==> config.mk <==
export PLATFORM = sky130hd
export DESIGN_NAME = icw_identify_words
export DESIGN_NICKNAME = d
export VERILOG_FILES = /design/src/icw_pkg.sv /design/src/icw_identify_words.sv
export VERILOG_INCLUDE_DIRS = /design/src
export SDC_FILE = /design/constraint.sdc
export NUM_CORES = 2
export LEC_CHECK = 0
export BUFFER_PORTS_ARGS = -buffer_cell sky130_fd_sc_hd__buf_2
export CORE_MARGIN = 2
export CORE_UTILIZATION = 55
export DETAILED_ROUTE_END_ITERATION = 8
export PLACE_DENSITY = 0.77
export SYNTH_ARGS = -nofsm -noshare
export SYNTH_HDL_FRONTEND = slang
export SYNTH_SLANG_ARGS = --single-unit
==> constraint.sdc <==
create_clock -name core_clk -period 18.8 [get_ports core_clk]
set_input_delay 4.7 -clock core_clk [delete_from_list [all_inputs] [get_ports core_clk]]
set_output_delay 4.7 -clock core_clk [all_outputs]
set_load 0.02 [all_outputs]
==> src/icw_params.svh <==
// Identify capability word constants: word indices, bits, fixed values.
`ifndef ICW_PARAMS_SVH
`define ICW_PARAMS_SVH

`define ICW_W_CYL      8'h36
`define ICW_W_HEADS    8'h37
`define ICW_W_SPT      8'h38
`define ICW_W_CAP_LO   8'h39
`define ICW_W_CAP_HI   8'h3a
`define ICW_W_MULT     8'h3b
`define ICW_W_LBA_LO   8'h3c
`define ICW_W_LBA_HI   8'h3d
`define ICW_W_MDMA     8'h3f
`define ICW_W_PIO      8'h40
`define ICW_W_DMA_MIN  8'h41
`define ICW_W_DMA_REC  8'h42
`define ICW_W_PIO_NFC  8'h43
`define ICW_W_PIO_FC   8'h44
`define ICW_W_SCAP     8'h4c
`define ICW_W_SFEAT    8'h4e
`define ICW_W_SEN      8'h4f
`define ICW_W_CMD0     8'h52
`define ICW_W_CMD1     8'h53
`define ICW_W_CMD2     8'h54

`define ICW_MULT_VALID 16'h0100
`define ICW_CMD0_FIXED 16'h7008
`define ICW_CMD_VALID  16'h4000
`define ICW_SEC_BIT    1
`define ICW_WC_BIT     5
`define ICW_LA_BIT     6
`define ICW_APM_BIT    3
`define ICW_SFEAT_LSB  1
`define ICW_FEAT_RST   6'h00

// Least cycle times of the standard transfer modes, ns
`define ICW_MDMA0_NS   16'h01e0
`define ICW_MDMA1_NS   16'h0096
`define ICW_MDMA2_NS   16'h0078
`define ICW_PIO3_NS    16'h00b4
`define ICW_PIO4_NS    16'h0078

`endif

==> src/icw_pkg.sv <==
// Types for the identify capability word block.
package icw_pkg;

   typedef struct packed {
      logic [15:0] cyl;
      logic [15:0] heads;
      logic [15:0] spt;
      logic [31:0] lba_total;
      logic [7:0]  mult_cnt;
      logic        mdma_sup;
      logic [1:0]  mdma_max;
      logic        mdma_sel_en;
      logic [1:0]  mdma_sel;
      logic        pio3_sup;
      logic        pio4_sup;
      logic [15:0] dma_min_ns;
      logic [15:0] dma_rec_ns;
      logic [15:0] pio_nfc_ns;
      logic [15:0] pio_fc_ns;
      logic        phy_evt;
      logic        host_pm;
      logic        ncq;
      logic        gen2;
      logic        gen1;
      logic [5:0]  sfeat_sup;
      logic        security_sup;
      logic        wcache_sup;
      logic        lookahead_sup;
      logic        apm_sup;
   } icw_cfg_t;

   typedef struct packed {
      logic [5:0]  feat_en;
      logic        rd_valid;
      logic [15:0] rd_data;
      logic        modes_valid;
   } icw_state_t;

endpackage : icw_pkg

==> src/icw_identify_words.sv <==
// Identify block words 54 to 84: geometry, modes, timing, feature words.
`include "icw_params.svh"

module icw_identify_words (
   input  wire logic            core_clk,
   input  wire logic            reset_n,
   input  wire icw_pkg::icw_cfg_t cfg,
   input  wire logic            rd_req,
   input  wire logic [7:0]      rd_idx,
   input  wire logic            feat_en_wr,
   input  wire logic [5:0]      feat_en_val,
   output logic                 rd_valid,
   output logic [15:0]          rd_data,
   output logic                 modes_valid,
   output logic [5:0]           feat_en
);

   icw_pkg::icw_state_t st_q;
   icw_pkg::icw_state_t st_d;

   logic [47:0] chs_prod;
   logic [31:0] capacity;
   logic [7:0]  mdma_sup_f;
   logic [7:0]  mdma_sel_f;
   logic [15:0] dma_floor;
   logic [15:0] dma_min;
   logic [15:0] dma_rec;
   logic [15:0] pio_fc;
   logic [15:0] pio_nfc;
   logic        dma_fields;
   logic [15:0] word_v;

   // Product is wider than the field; the low words are what is reported
   assign chs_prod = 48'(cfg.cyl) * 48'(cfg.heads) * 48'(cfg.spt);
   assign capacity = chs_prod[31:0];

   always_comb begin
      mdma_sup_f = 8'h00;
      mdma_sel_f = 8'h00;
      dma_floor  = `ICW_MDMA0_NS;
      if (cfg.mdma_sup) begin
         unique case (cfg.mdma_max)
            2'h0: begin
               mdma_sup_f = 8'h01;
               dma_floor  = `ICW_MDMA0_NS;
            end
            2'h1: begin
               mdma_sup_f = 8'h03;
               dma_floor  = `ICW_MDMA1_NS;
            end
            default: begin
               // Mode 3 is not encodable here and is taken as mode 2
               mdma_sup_f = 8'h07;
               dma_floor  = `ICW_MDMA2_NS;
            end
         endcase
         if (cfg.mdma_sel_en && (cfg.mdma_sel <= cfg.mdma_max) &&
             (cfg.mdma_sel != 2'h3)) begin
            mdma_sel_f = 8'h01 << cfg.mdma_sel;
         end
      end
   end

   // Timing fields of an unsupported transfer kind read zero
   always_comb begin
      dma_fields = cfg.mdma_sup && (cfg.mdma_max != 2'h0);
      dma_min    = 16'h0000;
      dma_rec    = 16'h0000;
      if (cfg.mdma_sup) begin
         dma_min = (cfg.dma_min_ns < dma_floor) ? dma_floor
                                                : cfg.dma_min_ns;
         dma_rec = (cfg.dma_rec_ns < dma_min) ? dma_min
                                              : cfg.dma_rec_ns;
      end
      if (cfg.pio4_sup) begin
         pio_fc = `ICW_PIO4_NS;
      end else if (cfg.pio3_sup) begin
         pio_fc = `ICW_PIO3_NS;
      end else begin
         pio_fc = 16'h0000;
      end
      if (cfg.pio3_sup || cfg.pio4_sup) begin
         pio_nfc = (cfg.pio_nfc_ns < pio_fc) ? pio_fc
                                             : cfg.pio_nfc_ns;
      end else begin
         pio_nfc = 16'h0000;
      end
   end

   // Word mux; gaps in 54..84 and anything outside read zero
   always_comb begin
      word_v = 16'h0000;
      unique case (rd_idx)
         `ICW_W_CYL:     word_v = cfg.cyl;
         `ICW_W_HEADS:   word_v = cfg.heads;
         `ICW_W_SPT:     word_v = cfg.spt;
         `ICW_W_CAP_LO:  word_v = capacity[15:0];
         `ICW_W_CAP_HI:  word_v = capacity[31:16];
         `ICW_W_MULT:    word_v = `ICW_MULT_VALID |
                            {15'h0000, cfg.mult_cnt != 8'h00};
         `ICW_W_LBA_LO:  word_v = cfg.lba_total[15:0];
         `ICW_W_LBA_HI:  word_v = cfg.lba_total[31:16];
         `ICW_W_MDMA:    word_v = {mdma_sel_f, mdma_sup_f};
         `ICW_W_PIO:     word_v = {14'h0000, cfg.pio4_sup,
                                   cfg.pio3_sup};
         `ICW_W_DMA_MIN: word_v = dma_min;
         `ICW_W_DMA_REC: word_v = dma_rec;
         `ICW_W_PIO_NFC: word_v = pio_nfc;
         `ICW_W_PIO_FC:  word_v = pio_fc;
         `ICW_W_SCAP:    word_v = {5'h00, cfg.phy_evt, cfg.host_pm,
                                   cfg.ncq, 5'h00, cfg.gen2,
                                   cfg.gen1, 1'b0};
         `ICW_W_SFEAT:   word_v = {9'h000, cfg.sfeat_sup, 1'b0};
         `ICW_W_SEN:     word_v = {9'h000, st_q.feat_en, 1'b0};
         `ICW_W_CMD0: begin
            word_v = `ICW_CMD0_FIXED;
            word_v[`ICW_SEC_BIT] = cfg.security_sup;
            word_v[`ICW_WC_BIT]  = cfg.wcache_sup;
            word_v[`ICW_LA_BIT]  = cfg.lookahead_sup;
         end
         `ICW_W_CMD1: begin
            word_v = `ICW_CMD_VALID;
            word_v[`ICW_APM_BIT] = cfg.apm_sup;
         end
         `ICW_W_CMD2:    word_v = `ICW_CMD_VALID;
         default:        word_v = 16'h0000;
      endcase
   end

   always_comb begin
      st_d          = st_q;
      st_d.rd_valid = rd_req;
      if (rd_req) begin
         st_d.rd_data = word_v;
      end
      // Enables are held only for supported features
      if (feat_en_wr) begin
         st_d.feat_en = feat_en_val & cfg.sfeat_sup;
      end
      st_d.modes_valid = cfg.mdma_sup || cfg.pio3_sup ||
                         cfg.pio4_sup || dma_fields;
   end

   always_ff @(posedge core_clk) begin
      if (!reset_n) begin
         st_q.feat_en     <= `ICW_FEAT_RST;
         st_q.rd_valid    <= 1'b0;
         st_q.rd_data     <= 16'h0000;
         st_q.modes_valid <= 1'b0;
      end else begin
         st_q <= st_d;
      end
   end

   assign rd_valid    = st_q.rd_valid;
   assign rd_data     = st_q.rd_data;
   assign modes_valid = st_q.modes_valid;
   assign feat_en     = st_q.feat_en;
endmodule : icw_identify_words

==> flow_metrics.py <==
metrics = {
    "setup_path": {
        "path_max_fanout": 17,
        "reg2reg_setup_slack_ns": 16.88,
        "cp_data_arrival_time_ns": 17.17,
        "slowest_stage": "fa_1",
        "crit_type": "input pin to flip-flop",
        "regToRegStartpoint": "rd_data[0]$_SDFFE_PN0P_",
        "critPathLaunchType": "input pin",
        "reg2regPathDepth": 6,
        "path_delay_family": "adder cells",
        "crit_path_end_kind": "flip-flop",
        "path_common_cell": "fa_1",
        "worst_r2r_endpoint": "rd_data[0]$_SDFFE_PN0P_",
        "crit_path_max_incr_delay_ns": 0.63,
        "cp_num_buf_inv": 4,
        "critical_path_required_ns": 18.95,
    },
    "synth": {
        "syn_inst": 2745,
        "synth_edf_count": 0,
        "ys_types": 77,
        "ys_ff_latch": 24,
        "ys_warn_count": 0,
        "synth_area_per_cell_sq_um": 8.43,
        "synth_top_flop_cell": "dfxtp_1",
        "ys_seq_area_frac": 0.0208,
        "async_flop_share": 0,
        "syn_area_sq_um": 23100,
        "syn_nets": 3634,
    },
    "cts": {
        "cts_resized": 0,
        "worstSkewPairLatency_ns": 0.27,
        "postCtsSetupRepairBufs": 0,
        "cts_tree": "yes",
        "postCtsHoldBufs": 0,
        "cts_buffers": 3,
        "path_clk_slew_ns": 0.07,
        "clockRootBuffer": "clkbuf_16",
        "clock_sinks": 24,
        "htreeDepth": 1,
        "clockBufferDepth": 2,
    },
    "global_route": {
        "grt.overflow.total": 0,
        "grt_max_degree": 33,
        "antenna_found_initial": 5,
        "grt_pass1_vias": 21600,
        "grt_first_pass_wirelength_mm": 116,
        "grt_usage": 0.340,
    },
    "timing": {
        "finalMaxSlewViolations": 0,
        "setup_violations": 0,
        "fmax_mhz": 58.7,
        "finalSetupTns_ns": 0,
        "period_needed_ns": 17.02,
        "tightestPinTransition_ns": 1.19,
        "finalHoldViolCount": 0,
        "rsz0062_at_grt": "no",
        "maxSlewHeadroom": 0.202,
        "finalCritPeriodShare": 0.905,
        "finClkSkew_ns": 0.00587,
    },
    "routing": {
        "routed_wl_mm": 71.4,
        "post-route-drc-count": 0,
        "vias": 20000,
        "avgViaCountPerCell": 5.88,
        "drtIter0Drc": 1801,
        "dr.pass1.iters": 7,
        "ant_nets": 0,
        "wl_per_cell_microns": 21.0,
    },
    "min_path": {
        "hold_start": "rd_data[9]$_SDFFE_PN0P_",
        "hold_path_class": "flip-flop to flip-flop",
        "min_path_cells": 2,
        "min_to": "rd_data[9]$_SDFFE_PN0P_",
    },
    "finish": {
        "final_nets": 3747,
        "syn_to_final_growth_pct": 6.81,
        "layout-drive-gt1-share": 0.0931,
        "fin_cells": 3399,
        "fillerInstances": 3685,
    },
    "flow_run": {
        "cap_violations": 0,
    },
    "die": {
        "rows": 75,
        "die_area_sq_um": 43700,
        "start_util": 0.554,
        "ioPinCount": 217,
        "die_h_microns": 209,
        "core_sq_um": 41800,
        "die_w_microns": 209,
    },
    "placed_design": {
        "hpwl_mm": 55.7,
        "place.port_buffers": 200,
        "routabilityCongestion": 1.00,
        "place_inst": 3392,
    },
    "run_status": {
        "status": "complete, no violations",
    },
}
-- how the worst max path moves through the flow --
stage | startpoint | endpoint | slack (ns) | cells past startpoint
detailed placement | cfg[170] | rd_data[15]$_SDFFE_PN0P_ | 1.60 | 38
finish | cfg[170] | rd_data[15]$_SDFFE_PN0P_ | 1.78 | 38
global route | cfg[170] | rd_data[15]$_SDFFE_PN0P_ | 1.41 | 38
global placement | cfg[170] | rd_data[15]$_SDFFE_PN0P_ | 1.82 | 38
CTS | cfg[170] | rd_data[15]$_SDFFE_PN0P_ | 1.86 | 38
floorplan | cfg[144] | rd_data[15]$_SDFFE_PN0P_ | 2.92 | 41
-- routing by layer --
metal	vias up	wire length, microns	track usage
li1	8636	-	-
met5	-	22	0
met3	193	7450	0.0627
met4	4	2630	0.112
met2	1096	33500	0.562
met1	10100	27800	0.453
-- cells in the mapped netlist (all sizes together) (6+ instances only) --
| cell type | number | area share |
|---|---|---|
| nor2 | 51 | 0.0083 |
| fa | 498 | 0.43 |
| o21bai | 10 | 0.0032 |
| mux2i | 8 | 0.0035 |
| nor3 | 14 | 0.0032 |
| o21ai | 55 | 0.012 |
| a21boi | 6 | 0.0019 |
| and2 | 267 | 0.072 |
| and3 | 24 | 0.0065 |
| o211ai | 8 | 0.0026 |
| ha | 198 | 0.11 |
| dfxtp | 24 | 0.021 |
| xnor2 | 53 | 0.020 |
| clkbuf | 117 | 0.020 |
| a222oi | 17 | 0.0074 |
| a211oi | 11 | 0.0038 |
| o21a | 6 | 0.0023 |
| or2 | 7 | 0.0019 |
| a21oi | 74 | 0.016 |
| inv | 601 | 0.097 |
| a21o | 40 | 0.013 |
| nand2b | 31 | 0.0084 |
| nand4 | 15 | 0.0041 |
| nand3 | 32 | 0.0069 |
| a221oi | 24 | 0.0091 |
| a22oi | 14 | 0.0045 |
| nand2 | 418 | 0.068 |
| nor2b | 19 | 0.0051 |
| nor4 | 11 | 0.0030 |
| xor2 | 18 | 0.0068 |
| a31oi | 12 | 0.0032 |
-- state kept, by name (all words and copies together), names as in the netlist --
| name | cells |
|---|---|
| modes_valid | 1 |
| rd_valid | 1 |
| rd_data | 16 |
| feat_en | 6 |
-- per-stage QoR --
step / hold slack [ns] / utilization / worst slack [ns] / cell area, sq um
after detailed placement: 0.440 / 0.589 / 1.60 / 24600
after global routing: 0.488 / 0.592 / 1.41 / 24700
after CTS: 0.456 / 0.592 / 1.86 / 24700
after floorplan: 0.537 / - / 2.92 / 23100
final: 0.453 / 0.592 / 1.78 / 24700
after global placement: 0.443 / 0.589 / 1.82 / 24600
-- placed cells by master (no fill, tap or decap), types with 6 or more instances in the layout --
master,n
xor2_1,17
inv_1,601
nand2_1,418
a21o_1,39
buf_2,200
o21bai_1,10
and2_1,266
buf_4,30
a211oi_1,10
nor2_1,51
nand3_1,32
ha_1,198
and3_1,24
nor3_1,11
a21boi_0,6
a21oi_1,72
o211ai_1,8
or2_2,7
dfxtp_1,24
nor4_1,11
o21ai_0,51
a222oi_1,17
mux2i_1,8
a221oi_1,24
fa_1,498
nor2b_1,19
nand2b_1,31
xnor2_1,48
a22oi_1,14
nand4_1,15
a31oi_1,12
-- cells by family after synthesis --
kind of cell,share of synthesized area
and+or+nand+nor,0.193
buffers and inverters,0.119
adders and majority gates,0.538
AOI/OAI and AO/OA,0.0929
xor gates and xnor gates,0.0318
DFF,0.0208
muxes,0.00492
-- area by class of cell --
| type | count | area, sq um | area share |
|---|---|---|---|
| Antenna cell | 3 | 7.51 | 0.000304 |
| Clock buffer | 3 | 75.1 | 0.00304 |
| Tap cell | 539 | 674 | 0.0273 |
| Inverter | 601 | 2260 | 0.0913 |
| Multi-Input combinational cell | 1998 | 20000 | 0.808 |
| Timing Repair Buffer | 230 | 1230 | 0.0496 |
| Clock inverter | 1 | 30.0 | 0.00122 |
| Sequential cell | 24 | 480 | 0.0194 |
-- worst min-delay path, delay by kind of cell, from the launching register on --
kind / cells / cell delay (ns)
AOI/OAI and AO/OA: 1 / 0.06
DFF: 1 / 0.32
and+or+nand+nor: 1 / 0.04
Power is not shown: default switching activity piles up to over one toggle a cycle in this logic, so the estimate is an artifact.
